## config.mk

```make
export PLATFORM = sky130hd
export DESIGN_NAME = cbs_sequencer
export DESIGN_NICKNAME = d
export VERILOG_FILES = /design/src/logic/cbs_mul8.sv /design/src/logic/cbs_sequencer.sv
export SDC_FILE = /design/constraint.sdc
export NUM_CORES = 1
export LEC_CHECK = 0
export BUFFER_PORTS_ARGS = -buffer_cell sky130_fd_sc_hd__buf_4
export CORE_ASPECT_RATIO = 0.75
export CORE_MARGIN = 8
export CORE_UTILIZATION = 35
export DETAILED_ROUTE_END_ITERATION = 6
export PLACE_DENSITY = 0.54
export SYNTH_ARGS = -nofsm -noshare
export SYNTH_HDL_FRONTEND = slang
export SYNTH_SLANG_ARGS = --single-unit
```

## constraint.sdc

```tcl
create_clock -name core_clk -period 15.15 [get_ports core_clk]
set_input_delay 3.03 -clock core_clk [delete_from_list [all_inputs] [get_ports core_clk]]
set_output_delay 3.03 -clock core_clk [all_outputs]
set_load 0.01 [all_outputs]
```

## src/logic/cbs_mul8.sv

```systemverilog
/*
 * Shared package of the bus cycle sequencer (opcodes, cycle counts,
 * addresses, register and bus carriers) and the shift-add multiplier
 * that runs during the internal cycles of the multiply instruction.
 * Assumes one clock, core_clk, and a synchronous active-low reset.
 */
package cbs_pkg;
	localparam logic [15:0] CBS_ADDR_RESTART = 16'hffff;
	localparam logic [15:0] CBS_VEC_SWI = 16'hfffa;
	localparam logic [15:0] CBS_VEC_RESET = 16'hfffe;
	localparam logic [15:0] CBS_ONE = 16'h0001;
	localparam logic [15:0] CBS_TWO = 16'h0002;
	localparam logic [15:0] CBS_FRAME_BYTES = 16'h0007;
	localparam logic [15:0] CBS_LAST_PUSH = 16'h0006;
	localparam logic [7:0] WAIT_FOR_INTERRUPT_INSTR = 8'h3e;
	localparam logic [7:0] MULTIPLY_INSTR = 8'h3d;
	localparam logic [7:0] RETURN_FROM_INTERRUPT_INSTR = 8'h3b;
	localparam logic [7:0] SOFTWARE_INTERRUPT_INSTR = 8'h3f;
	localparam logic [7:0] BRANCH_TO_SUBROUTINE_INSTR = 8'h8d;
	localparam logic [7:0] BRANCH_ALWAYS_INSTR = 8'h20;
	localparam logic [7:0] BRANCH_NEVER_INSTR = 8'h21;
	localparam logic [7:0] BRANCH_CARRY_CLEAR_INSTR = 8'h24;
	localparam logic [7:0] BRANCH_EQUAL_INSTR = 8'h27;
	localparam logic [3:0] CBS_BRANCH_GROUP = 4'h2;
	// cycle numbers, counted from 1 at the opcode fetch
	localparam logic [3:0] CBS_CYC_FIRST = 4'h1;
	localparam logic [3:0] CBS_CYC_SECOND = 4'h2;
	localparam logic [3:0] CBS_CYC_THIRD = 4'h3;
	localparam logic [3:0] CBS_CYC_FOURTH = 4'h4;
	localparam logic [3:0] CBS_CYC_FIFTH = 4'h5;
	localparam logic [3:0] CBS_CYC_SAVE_END = 4'h9;
	localparam logic [3:0] CBS_CYC_SWI_DUMMY = 4'ha;
	localparam logic [3:0] CBS_CYC_SWI_VHI = 4'hb;
	localparam logic [3:0] CBS_CYC_PCH = 4'h9;
	localparam logic [3:0] CBS_CYC_PCL = 4'ha;
	localparam logic [3:0] CBS_LEN_WAIT = 4'h9;
	localparam logic [3:0] CBS_LEN_MUL = 4'ha;
	localparam logic [3:0] CBS_LEN_RTI = 4'ha;
	localparam logic [3:0] CBS_LEN_SWI = 4'hc;
	localparam logic [3:0] CBS_LEN_BSR = 4'h6;
	localparam logic [3:0] CBS_LEN_BR = 4'h3;
	localparam logic [3:0] CBS_LEN_OTHER = 4'h2;
	localparam logic [3:0] CBS_MUL_STEPS = 4'h8;
	// condition code bit positions
	localparam int CBS_CC_C = 0;
	localparam int CBS_CC_V = 1;
	localparam int CBS_CC_Z = 2;
	localparam int CBS_CC_N = 3;
	localparam int CBS_CC_I = 4;
	localparam logic [7:0] CBS_CCR_RESET = 8'h10;

	typedef enum logic [3:0] {
		CBS_ST_FETCH = 4'h1,
		CBS_ST_EXEC = 4'h2,
		CBS_ST_WAIT = 4'h4,
		CBS_ST_VEC = 4'h8
	} cbs_state_t;

	typedef enum logic [2:0] {
		CBS_K_OTHER = 3'h0,
		CBS_K_WAIT = 3'h1,
		CBS_K_MUL = 3'h2,
		CBS_K_RTI = 3'h3,
		CBS_K_SWI = 3'h4,
		CBS_K_BSR = 3'h5,
		CBS_K_BR = 3'h6
	} cbs_kind_t;

	typedef struct packed {
		logic [15:0] addr;
		logic rw;
		logic [7:0] dout;
	} cbs_bus_t;

	typedef struct packed {
		logic [15:0] pc;
		logic [15:0] sp;
		logic [15:0] x;
		logic [7:0] a;
		logic [7:0] b;
		logic [7:0] ccr;
	} cbs_regs_t;
endpackage

`timescale 1ns/1ns
module cbs_mul8 (
	input wire logic core_clk,
	input wire logic rst_n,
	input wire logic start,
	input wire logic [7:0] mcand,
	input wire logic [7:0] mplier,
	output logic [15:0] product
);
	logic [15:0] acc_reg;
	logic [7:0] mcand_reg;
	logic [3:0] left_reg;
	logic [8:0] sum;
	logic [15:0] stepped;

	// one shift-add step per internal bus cycle
	assign sum = {1'b0, acc_reg[15:8]} + {1'b0, mcand_reg};
	assign stepped = acc_reg[0] ? {sum, acc_reg[7:1]} :
		{1'b0, acc_reg[15:1]};
	assign product = acc_reg;

	always_ff @(posedge core_clk) begin
		if (!rst_n) begin
			acc_reg <= 16'h0000;
			mcand_reg <= 8'h00;
			left_reg <= 4'h0;
		end else if (start) begin
			acc_reg <= {8'h00, mplier};
			mcand_reg <= mcand;
			left_reg <= cbs_pkg::CBS_MUL_STEPS;
		end else if (left_reg != 4'h0) begin
			acc_reg <= stepped;
			left_reg <= left_reg - 4'h1;
		end
	end
endmodule

```

## src/logic/cbs_sequencer.sv

```systemverilog
/*
 * Cycle-by-cycle bus sequencer of the processor core: drives address,
 * read/write and write data for the wait, multiply, return, software
 * interrupt, relative branch and branch-to-subroutine sequences; other
 * opcodes run as two-cycle implied instructions.
 * Assumes memory answers a read within the cycle that bus shows and that
 * irq_req is already masked and prioritised, with its vector on irq_vector.
 */
`timescale 1ns/1ns
module cbs_sequencer (
	input wire logic core_clk,
	input wire logic rst_n,
	input wire logic [7:0] bus_din,
	input wire logic irq_req,
	input wire logic [15:0] irq_vector,
	output cbs_pkg::cbs_bus_t bus,
	output logic bus_doe,
	output logic port_drive_en,
	output cbs_pkg::cbs_regs_t regs,
	output logic instr_done
);
	cbs_pkg::cbs_state_t state_reg, state_next;
	cbs_pkg::cbs_kind_t kind_reg, kind_next;
	cbs_pkg::cbs_regs_t regs_reg, regs_next;
	cbs_pkg::cbs_bus_t bus_reg, bus_next;
	logic [3:0] cyc_reg, cyc_next;
	logic [7:0] opcode_reg, off_reg;
	logic [15:0] vec_reg, vec_next;
	logic doe_reg, port_en_reg, done_reg, done_next;
	logic [15:0] product, target, br_pc;
	logic mul_start, taken, last;

	function automatic cbs_pkg::cbs_kind_t decode(input logic [7:0] op);
		case (op)
			cbs_pkg::WAIT_FOR_INTERRUPT_INSTR: decode = cbs_pkg::CBS_K_WAIT;
			cbs_pkg::MULTIPLY_INSTR: decode = cbs_pkg::CBS_K_MUL;
			cbs_pkg::RETURN_FROM_INTERRUPT_INSTR: decode = cbs_pkg::CBS_K_RTI;
			cbs_pkg::SOFTWARE_INTERRUPT_INSTR: decode = cbs_pkg::CBS_K_SWI;
			cbs_pkg::BRANCH_TO_SUBROUTINE_INSTR: decode = cbs_pkg::CBS_K_BSR;
			default: decode = (op[7:4] == cbs_pkg::CBS_BRANCH_GROUP) ?
				cbs_pkg::CBS_K_BR : cbs_pkg::CBS_K_OTHER;
		endcase
	endfunction

	function automatic logic [3:0] seq_len(input cbs_pkg::cbs_kind_t k);
		case (k)
			cbs_pkg::CBS_K_WAIT: seq_len = cbs_pkg::CBS_LEN_WAIT;
			cbs_pkg::CBS_K_MUL: seq_len = cbs_pkg::CBS_LEN_MUL;
			cbs_pkg::CBS_K_RTI: seq_len = cbs_pkg::CBS_LEN_RTI;
			cbs_pkg::CBS_K_SWI: seq_len = cbs_pkg::CBS_LEN_SWI;
			cbs_pkg::CBS_K_BSR: seq_len = cbs_pkg::CBS_LEN_BSR;
			cbs_pkg::CBS_K_BR: seq_len = cbs_pkg::CBS_LEN_BR;
			default: seq_len = cbs_pkg::CBS_LEN_OTHER;
		endcase
	endfunction

	// pairs of conditions; odd low bit inverts the even one
	function automatic logic cond(input logic [3:0] sel,
			input logic [7:0] cc);
		logic base;
		base = 1'b1;
		case (sel[3:1])
			3'h0: base = 1'b1;
			3'h1: base = !(cc[cbs_pkg::CBS_CC_C] | cc[cbs_pkg::CBS_CC_Z]);
			3'h2: base = !cc[cbs_pkg::CBS_CC_C];
			3'h3: base = !cc[cbs_pkg::CBS_CC_Z];
			3'h4: base = !cc[cbs_pkg::CBS_CC_V];
			3'h5: base = !cc[cbs_pkg::CBS_CC_N];
			3'h6: base = !(cc[cbs_pkg::CBS_CC_N] ^ cc[cbs_pkg::CBS_CC_V]);
			default: base = !(cc[cbs_pkg::CBS_CC_Z] |
				(cc[cbs_pkg::CBS_CC_N] ^ cc[cbs_pkg::CBS_CC_V]));
		endcase
		cond = base ^ sel[0];
	endfunction

	// byte pushed k places below the stack pointer in a context save
	function automatic logic [7:0] save_byte(input logic [3:0] k,
			input cbs_pkg::cbs_regs_t r, input logic [15:0] ret);
		case (k)
			4'h0: save_byte = ret[7:0];
			4'h1: save_byte = ret[15:8];
			4'h2: save_byte = r.x[7:0];
			4'h3: save_byte = r.x[15:8];
			4'h4: save_byte = r.a;
			4'h5: save_byte = r.b;
			default: save_byte = r.ccr;
		endcase
	endfunction

	// what the bus shows in a given state and cycle
	function automatic cbs_pkg::cbs_bus_t plan(input cbs_pkg::cbs_state_t st,
			input logic [3:0] cyc, input cbs_pkg::cbs_kind_t k,
			input cbs_pkg::cbs_regs_t r, input logic [15:0] tgt,
			input logic [15:0] vec);
		cbs_pkg::cbs_bus_t p;
		logic [15:0] ret;
		logic [3:0] k3;
		p = '{addr: r.pc, rw: 1'b1, dout: 8'h00};
		ret = r.pc + ((k == cbs_pkg::CBS_K_BSR) ? cbs_pkg::CBS_TWO :
			cbs_pkg::CBS_ONE);
		k3 = cyc - cbs_pkg::CBS_CYC_THIRD;
		case (st)
			cbs_pkg::CBS_ST_WAIT: p.addr = r.sp;
			cbs_pkg::CBS_ST_VEC: p.addr = (cyc == cbs_pkg::CBS_CYC_FIRST) ?
				vec : vec + cbs_pkg::CBS_ONE;
			cbs_pkg::CBS_ST_EXEC: begin
				if (cyc == cbs_pkg::CBS_CYC_SECOND) begin
					p.addr = r.pc + cbs_pkg::CBS_ONE;
				end else begin
					case (k)
						cbs_pkg::CBS_K_WAIT, cbs_pkg::CBS_K_SWI: begin
							if (cyc <= cbs_pkg::CBS_CYC_SAVE_END) begin
								p.addr = r.sp - {12'h000, k3};
								p.rw = 1'b0;
								p.dout = save_byte(k3, r, ret);
							end else if (cyc == cbs_pkg::CBS_CYC_SWI_DUMMY) begin
								p.addr = r.sp - cbs_pkg::CBS_FRAME_BYTES;
							end else if (cyc == cbs_pkg::CBS_CYC_SWI_VHI) begin
								p.addr = cbs_pkg::CBS_VEC_SWI;
							end else begin
								p.addr = cbs_pkg::CBS_VEC_SWI + cbs_pkg::CBS_ONE;
							end
						end
						cbs_pkg::CBS_K_RTI: p.addr = (cyc == cbs_pkg::CBS_CYC_THIRD) ?
							r.sp : r.sp + {12'h000, k3};
						cbs_pkg::CBS_K_BSR: begin
							if (cyc == cbs_pkg::CBS_CYC_FOURTH) begin
								p.addr = tgt;
							end else if (cyc >= cbs_pkg::CBS_CYC_FIFTH) begin
								p.addr = r.sp - {12'h000, cyc - cbs_pkg::CBS_CYC_FIFTH};
								p.rw = 1'b0;
								p.dout = (cyc == cbs_pkg::CBS_CYC_FIFTH) ?
									ret[7:0] : ret[15:8];
							end else begin
								p.addr = cbs_pkg::CBS_ADDR_RESTART;
							end
						end
						default: p.addr = cbs_pkg::CBS_ADDR_RESTART;
					endcase
				end
			end
			default: p.addr = r.pc;
		endcase
		plan = p;
	endfunction

	assign kind_next = (state_reg == cbs_pkg::CBS_ST_FETCH) ?
		decode(bus_din) : kind_reg;
	assign last = (state_reg == cbs_pkg::CBS_ST_EXEC) &&
		(cyc_reg == seq_len(kind_reg));
	assign target = regs_reg.pc + cbs_pkg::CBS_TWO + {{8{off_reg[7]}}, off_reg};
	assign taken = cond(opcode_reg[3:0], regs_reg.ccr);
	assign br_pc = taken ? target : regs_reg.pc + cbs_pkg::CBS_TWO;
	assign mul_start = (state_reg == cbs_pkg::CBS_ST_FETCH) &&
		(decode(bus_din) == cbs_pkg::CBS_K_MUL);
	assign vec_next = (state_reg == cbs_pkg::CBS_ST_WAIT && irq_req) ?
		irq_vector : vec_reg;
	assign bus_next = plan(state_next, cyc_next, kind_next, regs_next,
		target, vec_next);

	cbs_mul8 u_mul (
		.core_clk(core_clk),
		.rst_n(rst_n),
		.start(mul_start),
		.mcand(regs_reg.a),
		.mplier(regs_reg.b),
		.product(product)
	);

	always_comb begin
		state_next = state_reg;
		cyc_next = cyc_reg + 4'h1;
		regs_next = regs_reg;
		done_next = 1'b0;
		case (state_reg)
			cbs_pkg::CBS_ST_FETCH: begin
				state_next = cbs_pkg::CBS_ST_EXEC;
				cyc_next = cbs_pkg::CBS_CYC_SECOND;
			end
			cbs_pkg::CBS_ST_EXEC: begin
				if (kind_reg == cbs_pkg::CBS_K_RTI) begin
					case (cyc_reg)
						4'h4: regs_next.ccr = bus_din;
						4'h5: regs_next.b = bus_din;
						4'h6: regs_next.a = bus_din;
						4'h7: regs_next.x[15:8] = bus_din;
						4'h8: regs_next.x[7:0] = bus_din;
						4'h9: regs_next.pc[15:8] = bus_din;
						4'ha: regs_next.pc[7:0] = bus_din;
						default: regs_next = regs_reg;
					endcase
				end
				if (kind_reg == cbs_pkg::CBS_K_SWI) begin
					if (cyc_reg == cbs_pkg::CBS_CYC_SWI_VHI) begin
						regs_next.pc[15:8] = bus_din;
					end else if (cyc_reg == cbs_pkg::CBS_LEN_SWI) begin
						regs_next.pc[7:0] = bus_din;
					end
				end
				if (last) begin
					state_next = (kind_reg == cbs_pkg::CBS_K_WAIT) ?
						cbs_pkg::CBS_ST_WAIT : cbs_pkg::CBS_ST_FETCH;
					cyc_next = cbs_pkg::CBS_CYC_FIRST;
					done_next = (kind_reg != cbs_pkg::CBS_K_WAIT);
					case (kind_reg)
						cbs_pkg::CBS_K_WAIT: begin
							regs_next.sp = regs_reg.sp - cbs_pkg::CBS_FRAME_BYTES;
						end
						cbs_pkg::CBS_K_SWI: begin
							regs_next.sp = regs_reg.sp - cbs_pkg::CBS_FRAME_BYTES;
							regs_next.ccr[cbs_pkg::CBS_CC_I] = 1'b1;
						end
						cbs_pkg::CBS_K_RTI: begin
							regs_next.sp = regs_reg.sp + cbs_pkg::CBS_FRAME_BYTES;
						end
						cbs_pkg::CBS_K_BSR: begin
							regs_next.sp = regs_reg.sp - cbs_pkg::CBS_TWO;
							regs_next.pc = target;
						end
						cbs_pkg::CBS_K_BR: regs_next.pc = br_pc;
						cbs_pkg::CBS_K_MUL: begin
							regs_next.pc = regs_reg.pc + cbs_pkg::CBS_ONE;
							regs_next.a = product[15:8];
							regs_next.b = product[7:0];
							regs_next.ccr[cbs_pkg::CBS_CC_C] = product[7];
						end
						default: regs_next.pc = regs_reg.pc + cbs_pkg::CBS_ONE;
					endcase
				end
			end
			cbs_pkg::CBS_ST_WAIT: begin
				// no save here: the frame is already on the stack
				cyc_next = cyc_reg;
				if (irq_req) begin
					state_next = cbs_pkg::CBS_ST_VEC;
					cyc_next = cbs_pkg::CBS_CYC_FIRST;
				end
			end
			cbs_pkg::CBS_ST_VEC: begin
				if (cyc_reg == cbs_pkg::CBS_CYC_FIRST) begin
					regs_next.pc[15:8] = bus_din;
				end else begin
					regs_next.pc[7:0] = bus_din;
					regs_next.ccr[cbs_pkg::CBS_CC_I] = 1'b1;
					state_next = cbs_pkg::CBS_ST_FETCH;
					cyc_next = cbs_pkg::CBS_CYC_FIRST;
					done_next = 1'b1;
				end
			end
			default: begin
				state_next = cbs_pkg::CBS_ST_FETCH;
				cyc_next = cbs_pkg::CBS_CYC_FIRST;
			end
		endcase
	end

	always_ff @(posedge core_clk) begin
		if (!rst_n) begin
			state_reg <= cbs_pkg::CBS_ST_VEC;
			cyc_reg <= cbs_pkg::CBS_CYC_FIRST;
			kind_reg <= cbs_pkg::CBS_K_OTHER;
			regs_reg <= '{pc: 16'h0000, sp: 16'h0000, x: 16'h0000,
				a: 8'h00, b: 8'h00, ccr: cbs_pkg::CBS_CCR_RESET};
			bus_reg <= '{addr: cbs_pkg::CBS_VEC_RESET, rw: 1'b1, dout: 8'h00};
			vec_reg <= cbs_pkg::CBS_VEC_RESET;
			done_reg <= 1'b0;
		end else begin
			state_reg <= state_next;
			cyc_reg <= cyc_next;
			kind_reg <= kind_next;
			regs_reg <= regs_next;
			bus_reg <= bus_next;
			vec_reg <= vec_next;
			done_reg <= done_next;
		end
	end

	always_ff @(posedge core_clk) begin
		if (!rst_n) begin
			opcode_reg <= 8'h00;
			off_reg <= 8'h00;
			doe_reg <= 1'b0;
			port_en_reg <= 1'b0;
		end else begin
			if (state_reg == cbs_pkg::CBS_ST_FETCH) begin
				opcode_reg <= bus_din;
			end
			if (state_reg == cbs_pkg::CBS_ST_EXEC &&
					cyc_reg == cbs_pkg::CBS_CYC_SECOND) begin
				off_reg <= bus_din;
			end
			doe_reg <= !bus_next.rw;
			// ports stay driven in every state, wait included
			port_en_reg <= 1'b1;
		end
	end

	assign bus = bus_reg;
	assign bus_doe = doe_reg;
	assign port_drive_en = port_en_reg;
	assign regs = regs_reg;
	assign instr_done = done_reg;
endmodule

```

Yosys cells after proc, flatten, opt, wreduce, memory -nomap -nowiden
Cells that the tools add are included.
{"block": "op_classes", "n_addsub": 18, "muxes": 72, "magnitude_cmp": 2, "n_bitwise": 6, "n_eq_ne": 55, "n_reduce_logical": 22}
{"op": "16-bit 2-to-1 mux", "count": 13}
{"op": "16-bit one-hot mux with 3 select lines", "count": 4}
{"op": "8-bit 2-to-1 mux", "count": 15}
{"op": "72-bit 2-to-1 mux", "count": 1}
{"op": "51-bit 2-to-1 mux", "count": 1}
{"op": "16-bit by 1-bit adder with 16-bit output, second input constant", "count": 3}
{"op": "8-bit one-hot mux with 6 select lines", "count": 1}
{"op": "9-bit 2-to-1 mux", "count": 5}
{"op": "4-bit by 3-bit equality test with 1-bit output, second input constant", "count": 10}
{"op": "4-bit equality test, second input constant", "count": 9}
{"op": "4-bit 2-to-1 mux", "count": 9}
{"op": "4-bit by 2-bit equality test with 1-bit output, second input constant", "count": 8}
{"op": "8-bit by 6-bit equality test with 1-bit output, second input constant", "count": 4}
{"op": "32-bit 2-to-1 mux", "count": 1}
{"op": "16-bit one-hot mux with 2 select lines", "count": 1}
{"op": "4-bit one-hot mux with 4 select lines", "count": 2}
{"op": "16-bit by 3-bit subtractor with 16-bit output, second input constant", "count": 2}
{"op": "16-bit by 4-bit subtractor with 16-bit output", "count": 2}
{"op": "3-bit equality test, second input constant", "count": 8}
{"op": "4-bit one-hot mux with 5 select lines", "count": 1}
{"op": "3-bit by 2-bit equality test with 1-bit output, second input constant", "count": 6}
{"op": "9-bit one-hot mux with 2 select lines", "count": 1}
{"op": "16-bit adder", "count": 1}
{"op": "16-bit by 2-bit adder with 16-bit output", "count": 1}
{"op": "other kinds (33)", "count": 66}
{"block": "totals", "output_inout_bits": 100, "word_cells": 198, "in_bits": 27, "register_bits": 167}

Longest topological paths before layout
Gate-level depths: netlist of run 1.
{"block": "depth", "ltp_word": 17, "mapped_depth": 24, "mapped_depth_nobuf": 20}

Cells and area by module
A second synthesis of run 1 with hierarchy kept.
{"block": "hier_totals", "hier_cells": 2019, "hier_area_um2": 15252.1}
{"module": "cbs_sequencer", "area_each_um2": 13588.0, "cells_each": 1826, "n_inst": 1, "seq_area_each_um2": 2782.7}
{"module": "cbs_mul8", "area_each_um2": 1664.1, "cells_each": 193, "n_inst": 1, "seq_area_each_um2": 560.5}

Worst setup path before layout of run 1
Ideal clock, no wire load.
{"block": "synth_path", "path_kind": "input port to flip-flop", "from": "in bus_din[2]", "to": "reg bus_reg, in the netlist bus[6]", "required_ps": 15028, "path_slack_ps": 8499, "stages": 16, "n_path_buf": 1, "setup_time_ps": 122, "arrival_ps": 6529, "path_cell_list": "nor2b_1 -> and4_1 -> o21ai_0 -> mux2_2 -> o21ai_0 -> nor2b_1 -> nand2_1 -> clkbuf_1 -> ha_1 -> inv_1 -> fa_1 -> nand4b_1 -> or3_4 -> nor2_2 -> xnor2_1 -> a221o_1"}
{"block": "synth_via", "elab_chain_len": 13, "elab_cells_between_ends": 31, "classes_between": "1 x add/sub; 8 x eq/ne; 21 x mux; 1 x reduce/logical"}
{"element": "start, declared", "line_no": "cbs_sequencer.sv:13", "source": "input wire logic [7:0] bus_din,"}
{"element": "8-bit 2-to-1 mux", "line_no": "cbs_sequencer.sv:182", "source": "case (cyc_reg)"}
{"element": "72-bit 2-to-1 mux", "line_no": "cbs_sequencer.sv:181", "source": "if (kind_reg == cbs_pkg::CBS_K_RTI) begin"}
{"element": "8-bit 2-to-1 mux", "line_no": "cbs_sequencer.sv:196", "source": "end else if (cyc_reg == cbs_pkg::CBS_LEN_SWI) begin"}
{"element": "8-bit 2-to-1 mux", "line_no": "cbs_sequencer.sv:194", "source": "if (cyc_reg == cbs_pkg::CBS_CYC_SWI_VHI) begin"}
{"element": "16-bit 2-to-1 mux", "line_no": "cbs_sequencer.sv:193", "source": "if (kind_reg == cbs_pkg::CBS_K_SWI) begin"}
{"element": "16-bit one-hot mux with 3 select lines", "line_no": "cbs_sequencer.sv:205", "source": "case (kind_reg)"}
{"element": "32-bit 2-to-1 mux", "line_no": "cbs_sequencer.sv:200", "source": "if (last) begin"}
{"element": "16-bit one-hot mux with 2 select lines", "line_no": "cbs_sequencer.sv:175", "source": "case (state_reg)"}
{"element": "16-bit by 2-bit adder with 16-bit output", "line_no": "cbs_sequencer.sv:99", "source": "ret = r.pc + ((k == cbs_pkg::CBS_K_BSR) ? cbs_pkg::CBS_TWO :"}
{"element": "8-bit 2-to-1 mux", "line_no": "cbs_sequencer.sv:132", "source": "p.dout = (cyc == cbs_pkg::CBS_CYC_FIFTH) ?"}
{"element": "9-bit 2-to-1 mux", "line_no": "cbs_sequencer.sv:129", "source": "end else if (cyc >= cbs_pkg::CBS_CYC_FIFTH) begin"}
{"element": "9-bit 2-to-1 mux", "line_no": "cbs_sequencer.sv:127", "source": "if (cyc == cbs_pkg::CBS_CYC_FOURTH) begin"}
{"element": "9-bit one-hot mux with 2 select lines *", "line_no": "cbs_sequencer.sv:110", "source": "case (k)"}
{"element": "end signal, assigned", "line_no": "cbs_sequencer.sv:264", "source": "bus_reg <= '{addr: cbs_pkg::CBS_VEC_RESET, rw: 1'b1, dout: 8'h00};"}
{"element": "end signal, assigned", "line_no": "cbs_sequencer.sv:272", "source": "bus_reg <= bus_next;"}
{"element": "end, declared", "line_no": "cbs_sequencer.sv:25", "source": "cbs_pkg::cbs_bus_t bus_reg, bus_next;"}
Every way passes the cells marked *; elsewhere a longest branch is shown, timed or not.
A chain may end at the register's enable or synchronous reset.

Worst setup path after layout of run 1
{"block": "layout_path", "from": "in bus_din[7]", "to": "reg bus_reg, in the netlist bus[5]"}
The elaborated chain is that of the path after synthesis.

==> impl_metrics.yaml, run 1 <==
sta:
  hold_slack_ns: 0.4573
  setup_ws_ns: 7.931
  clock_skew_ns: 0.01334
  setup_viol: 0
  relSlewSlack_pct: 26.09
  period_share_pct: 47.65
  drv_slew: 0
  worstMarginPinSlew_ns: 1.105
  rsz0062_at_grt: "false"
  layout_min_cycle_time_ns: 7.219
  max_freq_mhz: 138.5
  hold_viol: 0
  fin_tns_setup_ns: 0
clock_network:
  cts_hold_buffers: 0
  path_clk_slew_ns: 0.08
  clock_path_buffers: 2
  cts_resized: 0
  h-tree-depth: 4
  cts_tree: "yes"
  clock-root-buffer: "clkbuf_16"
  numCtsBuffers: 17
  clk_latency_ns: 0.47
  clock_sinks: 167
  cts_setup_buffers: 0
layout:
  drive_above_1_share_pct: 13.05
  register_area_mm2: 0.003343
  nFillCells: 4342
  fin_util_pct: 40.08
  nNetsFinal: 2129
  synthToLayoutAreaGrowth_pct: 13.36
  largest_register_ffs: 72
  multi_input_comb_area_mm2: 0.01076
place:
  portBuffers: 126
  dp_hpwl_mm: 49.12
  pre_cts_ws_ns: 7.628
  gp_congestion: 0.9665
grt:
  grt_pass1_wl_mm: 96.81
  grt_max_degree: 68
  grt_remaining_overflow: 0
  grt_usage_pct: 25.43
  grt_antenna_before_repair: 2
  first_global_vias: 15173
detailed_routing:
  first_pass_iters: 5
  avgRoutedWirePerCell_um: 24.73
  vias_per_cell: 6.170
  totalWireLength_mm: 64.52
  via_count: 16098
  post-route-drc-count: 0
  drt_iter0_drc: 2034
  ant_nets: 0
logic_synthesis:
  synth_ff_type: "dfxtp_1"
  synthCells: 1965
  ys_seq_area_share_pct: 22.57
  synth_nets: 2068
  avgSynthCellArea_um2: 7.537
  ys_types: 109
  syn_area_mm2: 0.01481
  synth.area.top_cells: "dfxtp_1 23%, ha_1 5.8%, xnor2_1 5.6%"
  yosysTopAreaCellShare_pct: 22.57
  synth_edf_count: 0
  yosysWarnings: 0
  synth_area_leader_cell: "dfxtp_1"
  synth_common_cells: "218 x nand2_1, 205 x nor2_1, 167 x dfxtp_1"
  yosysMostFrequentCell: "nand2_1"
  synth-seq-cells: 167
  async_flop_share_pct: 0
power:
  peakVddDrop_uv: 110.8
  power_density_mw_per_mm2: 145.3
  leakage_uw: 0.006831
worst_setup_path:
  worst_path_largest_cell_delay_ns: 0.50
  cpMaxStageDelayCell: "nand2_1"
  path_cells: "buf_4 -> nor3b_1 -> and4_1 -> o21ai_0 -> mux2_2 -> o21ai_0 -> nor2b_1 -> nand2_1 -> clkinv_1 -> ha_1 -> a21o_1 -> nand4_2 -> or3_1 -> xor2_1 -> a2111oi_2 -> o22ai_1"
  worstPathArrival_ns: 7.58
  startpoint_type: "primary input"
  critPathCaptureType: "register"
  crit_top_cell: "o21ai_0"
  worstPathRequired_ns: 15.51
  cp_max_fo: 14
  path_class: "primary input to register"
die:
  die-area_mm2: 0.04922
  coreArea_mm2: 0.04188
  die_x_um: 253.5
  row_count: 65
  start_util_pct: 35.36
  die_h_um: 194.2
  boundaryPins: 127
hold_path:
  min_path_type: "register to register"
status:
  outcome: "finished, final reports clean"
flow_run:
  drv_cap: 0
metal layers:
layer	GRT usage (%)	wire length (um)	share of wire (%)
met5	0	0	0
met4	7.787	1711	2.7
met3	5.733	6473	10
met2	36.94	27110	42
met1	36.65	29230	45
where the power goes:
group	switching, uW	total, uW	internal [uW]
clock network	225	443	218
logic	919	1400	485
registers	99.2	593	493
layout by cell type (no fill, tap or decap), types with 48 or more instances in the layout:
cell type / instances
a21oi_1: 141
buf_4: 161
dfxtp_1: 167
ha_1: 69
inv_1: 48
mux2i_1: 59
nand2_1: 218
nand3_1: 63
nor2_1: 205
nor3_1: 66
o21ai_0: 89
xnor2_1: 94
xor2_1: 55
area by class of cell:
cell class                 count  share of cell area [%]
tap                          569                   4.241
timing repair buffer         161                   7.199
clock buffer                  18                   2.556
sequential                   167                   19.91
antenna                        1                 0.01491
multi-input combinational   1628                   64.12
clock inverter                14                  0.8123
inverter                      51                   1.148
stage by stage:
step / instances / cell area, um^2 / power, uW
global placement: 2576 / 16220 / 1951
CTS: 2608 / 16790 / 2410
finish: 2609 / 16790 / 2440
floorplan: 1965 / 14810 / 1462
global route: 2608 / 16790 / 2564
detailed placement: 2576 / 16220 / 1958
critical path: cells and delay by family:
kind | cells | cell delay (ns)
AO/OA/AOI/OAI | 5 | 1.25
XOR/XNOR | 1 | 0.17
adder cells (fa/ha/maj) | 1 | 0.43
buffers and inverters | 2 | 0.68
multiplexers | 1 | 0.28
AND/OR/NAND/NOR | 6 | 1.70
path summary, 6_finish.rpt:
path	from	to	slack, ns	cells after the start
worst max-delay path	bus_din[7]	bus[5]$_SDFF_PP0_	7.93	16
worst min-delay path	u_mul.mcand_reg[3]$_SDFFE_PN0P_	u_mul.mcand_reg[3]$_SDFFE_PN0P_	0.46	2
worst min register to register	u_mul.mcand_reg[3]$_SDFFE_PN0P_	u_mul.mcand_reg[3]$_SDFFE_PN0P_	0.46	2
worst max register to register	kind_reg[1]$_SDFF_PN0_	bus[19]$_SDFF_PN1_	8.81	19
kinds of logic (layout without fill, tap and decap cells):
group / Yosys count / after routing / share of synthesized area (%)
compound gates: 576 / 576 / 26.72
other cells: 0 / 1 / 0
buf+inv: 170 / 244 / 4.748
flops: 167 / 167 / 22.57
simple gates: 758 / 758 / 25.62
xor+xnor: 149 / 149 / 8.811
mux: 69 / 69 / 4.748
fa+ha+maj: 76 / 76 / 6.775
Note: power is estimated with default switching activity, not from simulation.
==> inputs of run 2 (changes only) <==
Clock period 15.15 ns to 7.6 ns, I/O delays scaled along.
==> impl_metrics.yaml, run 2 (synthesized netlist as in run 1, its figures left out) <==
worst_setup_path:
  path_cells: "ha_1 -> or3b_1 -> a211oi_1 -> o32ai_1 -> nor2_1 -> inv_1 -> ha_1 -> xnor2_1 -> ha_1 -> nor2_1 -> nor2_1 -> o21bai_1 -> nor4_1 -> nand2_1 -> xor2_1 -> a221oi_1 -> o22ai_1 -> o211ai_1"
  worst-path-stages: 18
  path_class: "register to register"
  cp_num_buf_inv: 1
  crit_start: "cyc_reg[0]$_SDFF_PN1_"
  path_delay_family: "simple AND/OR/NAND/NOR gates"
  reg2reg_to: "bus[17]$_SDFF_PN1_"
  r2r_slack_ns: 1.66
  cpMaxStageDelayCell: "nor4_1"
  critPathCaptureType: "register"
  worst_path_largest_cell_delay_ns: 0.66
  r2r_start: "cyc_reg[0]$_SDFF_PN1_"
  cp_max_fo: 12
  rr_worst_depth: 18
  worstPathArrival_ns: 6.34
  worstPathRequired_ns: 8.00
  startpoint_type: "register"
  crit_path_end: "bus[17]$_SDFF_PN1_"
sta:
  layout_min_cycle_time_ns: 5.943
  max_freq_mhz: 168.3
  clock_skew_ns: 0.01124
  relSlewSlack_pct: 28.31
  worstMarginPinSlew_ns: 1.067
  rsz0062_at_grt: "false"
  hold_slack_ns: 0.4597
  setup_ws_ns: 1.657
  setup_viol: 0
  fin_tns_setup_ns: 0
  period_share_pct: 78.20
  drv_slew: 0
  hold_viol: 0
clock_network:
  numCtsBuffers: 17
  clock_path_buffers: 2
  clk_latency_ns: 0.47
  cts_hold_buffers: 0
  h-tree-depth: 4
  path_clk_slew_ns: 0.07
  clock-root-buffer: "clkbuf_16"
  cts_resized: 0
  clock_sinks: 167
  cts_tree: "yes"
  cts_setup_buffers: 0
power:
  peakVddDrop_uv: 306.8
  power_density_mw_per_mm2: 291.7
  leakage_uw: 0.006862
place:
  place_area_mm2: 0.01626
  dp_hpwl_mm: 49.77
  portBuffers: 126
  gp_congestion: 0.9609
  pre_cts_ws_ns: 1.540
detailed_routing:
  vias_per_cell: 6.114
  via_count: 15971
  first_pass_iters: 5
  post-route-drc-count: 0
  drt_iter0_drc: 1909
  totalWireLength_mm: 65.13
  ant_nets: 0
  avgRoutedWirePerCell_um: 24.93
hold_path:
  holdPathStages: 2
  min_path_type: "register to register"
die:
  die_h_um: 194.2
  coreArea_mm2: 0.04188
  boundaryPins: 127
  row_count: 65
  die_x_um: 253.5
  die-area_mm2: 0.04922
  start_util_pct: 35.36
layout:
  synthToLayoutAreaGrowth_pct: 13.60
  nFillCells: 4343
  drive_above_1_share_pct: 13.17
  nNetsFinal: 2134
  largest_register_ffs: 72
  mostFrequentLayoutCells: "218 x nand2_1, 205 x nor2_1, 167 x dfxtp_1, 166 x buf_4, 141 x a21oi_1"
  fin_area_mm2: 0.01682
  final_common_cell: "nand2_1"
grt:
  grt_max_degree: 72
  first_global_vias: 14911
  grt_antenna_before_repair: 4
  grt_pass1_wl_mm: 96.83
  grt_usage_pct: 25.51
  grt_remaining_overflow: 0
status:
  outcome: "finished, final reports clean"
flow_run:
  drv_cap: 0
run 2: cell count changes in the layout (fill, tap and decap cells not counted), sizes merged:
cell / previous run / this run
bufinv: 0 / 1
clkbuf: 18 / 21
inv: 56 / 52
clkinv: 6 / 5
clkinvlp: 3 / 2
buf: 161 / 166
run 2: worst min path at each step:
stage / to / startpoint
5_1_grt: u_mul.mcand_reg[0]$_SDFFE_PN0P_ / u_mul.mcand_reg[0]$_SDFFE_PN0P_
6_report: u_mul.mcand_reg[0]$_SDFFE_PN0P_ / u_mul.mcand_reg[0]$_SDFFE_PN0P_
3_3_place_gp: u_mul.mcand_reg[0]$_SDFFE_PN0P_ / u_mul.mcand_reg[0]$_SDFFE_PN0P_
4_1_cts: u_mul.mcand_reg[0]$_SDFFE_PN0P_ / u_mul.mcand_reg[0]$_SDFFE_PN0P_
2_1_floorplan: u_mul.mcand_reg[0]$_SDFFE_PN0P_ / u_mul.mcand_reg[0]$_SDFFE_PN0P_
3_5_place_dp: u_mul.mcand_reg[2]$_SDFFE_PN0P_ / u_mul.mcand_reg[2]$_SDFFE_PN0P_
run 2: worst register-to-register path, cell delays in order (launching register included):
cell and delay, ns:
dfxtp_1 0.63, ha_1 0.40, or3b_1 0.58, a211oi_1 0.30, o32ai_1 0.17, nor2_1 0.52, inv_1 0.21, ha_1 0.38
xnor2_1 0.21, ha_1 0.42, nor2_1 0.08, nor2_1 0.08, o21bai_1 0.11, nor4_1 0.66, nand2_1 0.15, xor2_1 0.17
a221oi_1 0.47, o22ai_1 0.16, o211ai_1 0.18
run 2: area by class of cell:
class                      count  area (um^2)  area share [%]
antenna                        1        2.502         0.01487
clock buffer                  21        470.5           2.796
clock inverter                 9        93.84          0.5577
inverter                      51        192.7           1.145
multi-input combinational   1628        10760           63.98
sequential                   167         3343           19.87
tap                          569        711.9           4.231
timing repair buffer         166         1246           7.407
run 2: metal layers:
layer,global-route usage [%],share of wire [%],up-vias,wire (um)
met4,7.213,2.6,4,1725
met1,36.88,47,7776,30530
met3,6.617,9.1,111,5948
li1,-,-,7344,-
met5,0,0.035,-,23
met2,36.56,41,736,26900
run 2: stage by stage:
stage | cells | total power [uW] | util (%)
after floorplan | 1965 | 2914 | -
after global placement | 2581 | 3915 | 38.82
after detailed placement | 2581 | 3924 | 38.82
after CTS | 2611 | 4830 | 40.16
after global routing | 2611 | 5147 | 40.16
final | 2612 | 4908 | 40.17
run 2: where the power goes:
group | switching, uW | internal (uW) | total [uW]
clock network | 416 | 477 | 893
registers | 190 | 984 | 1170
logic | 1860 | 980 | 2840
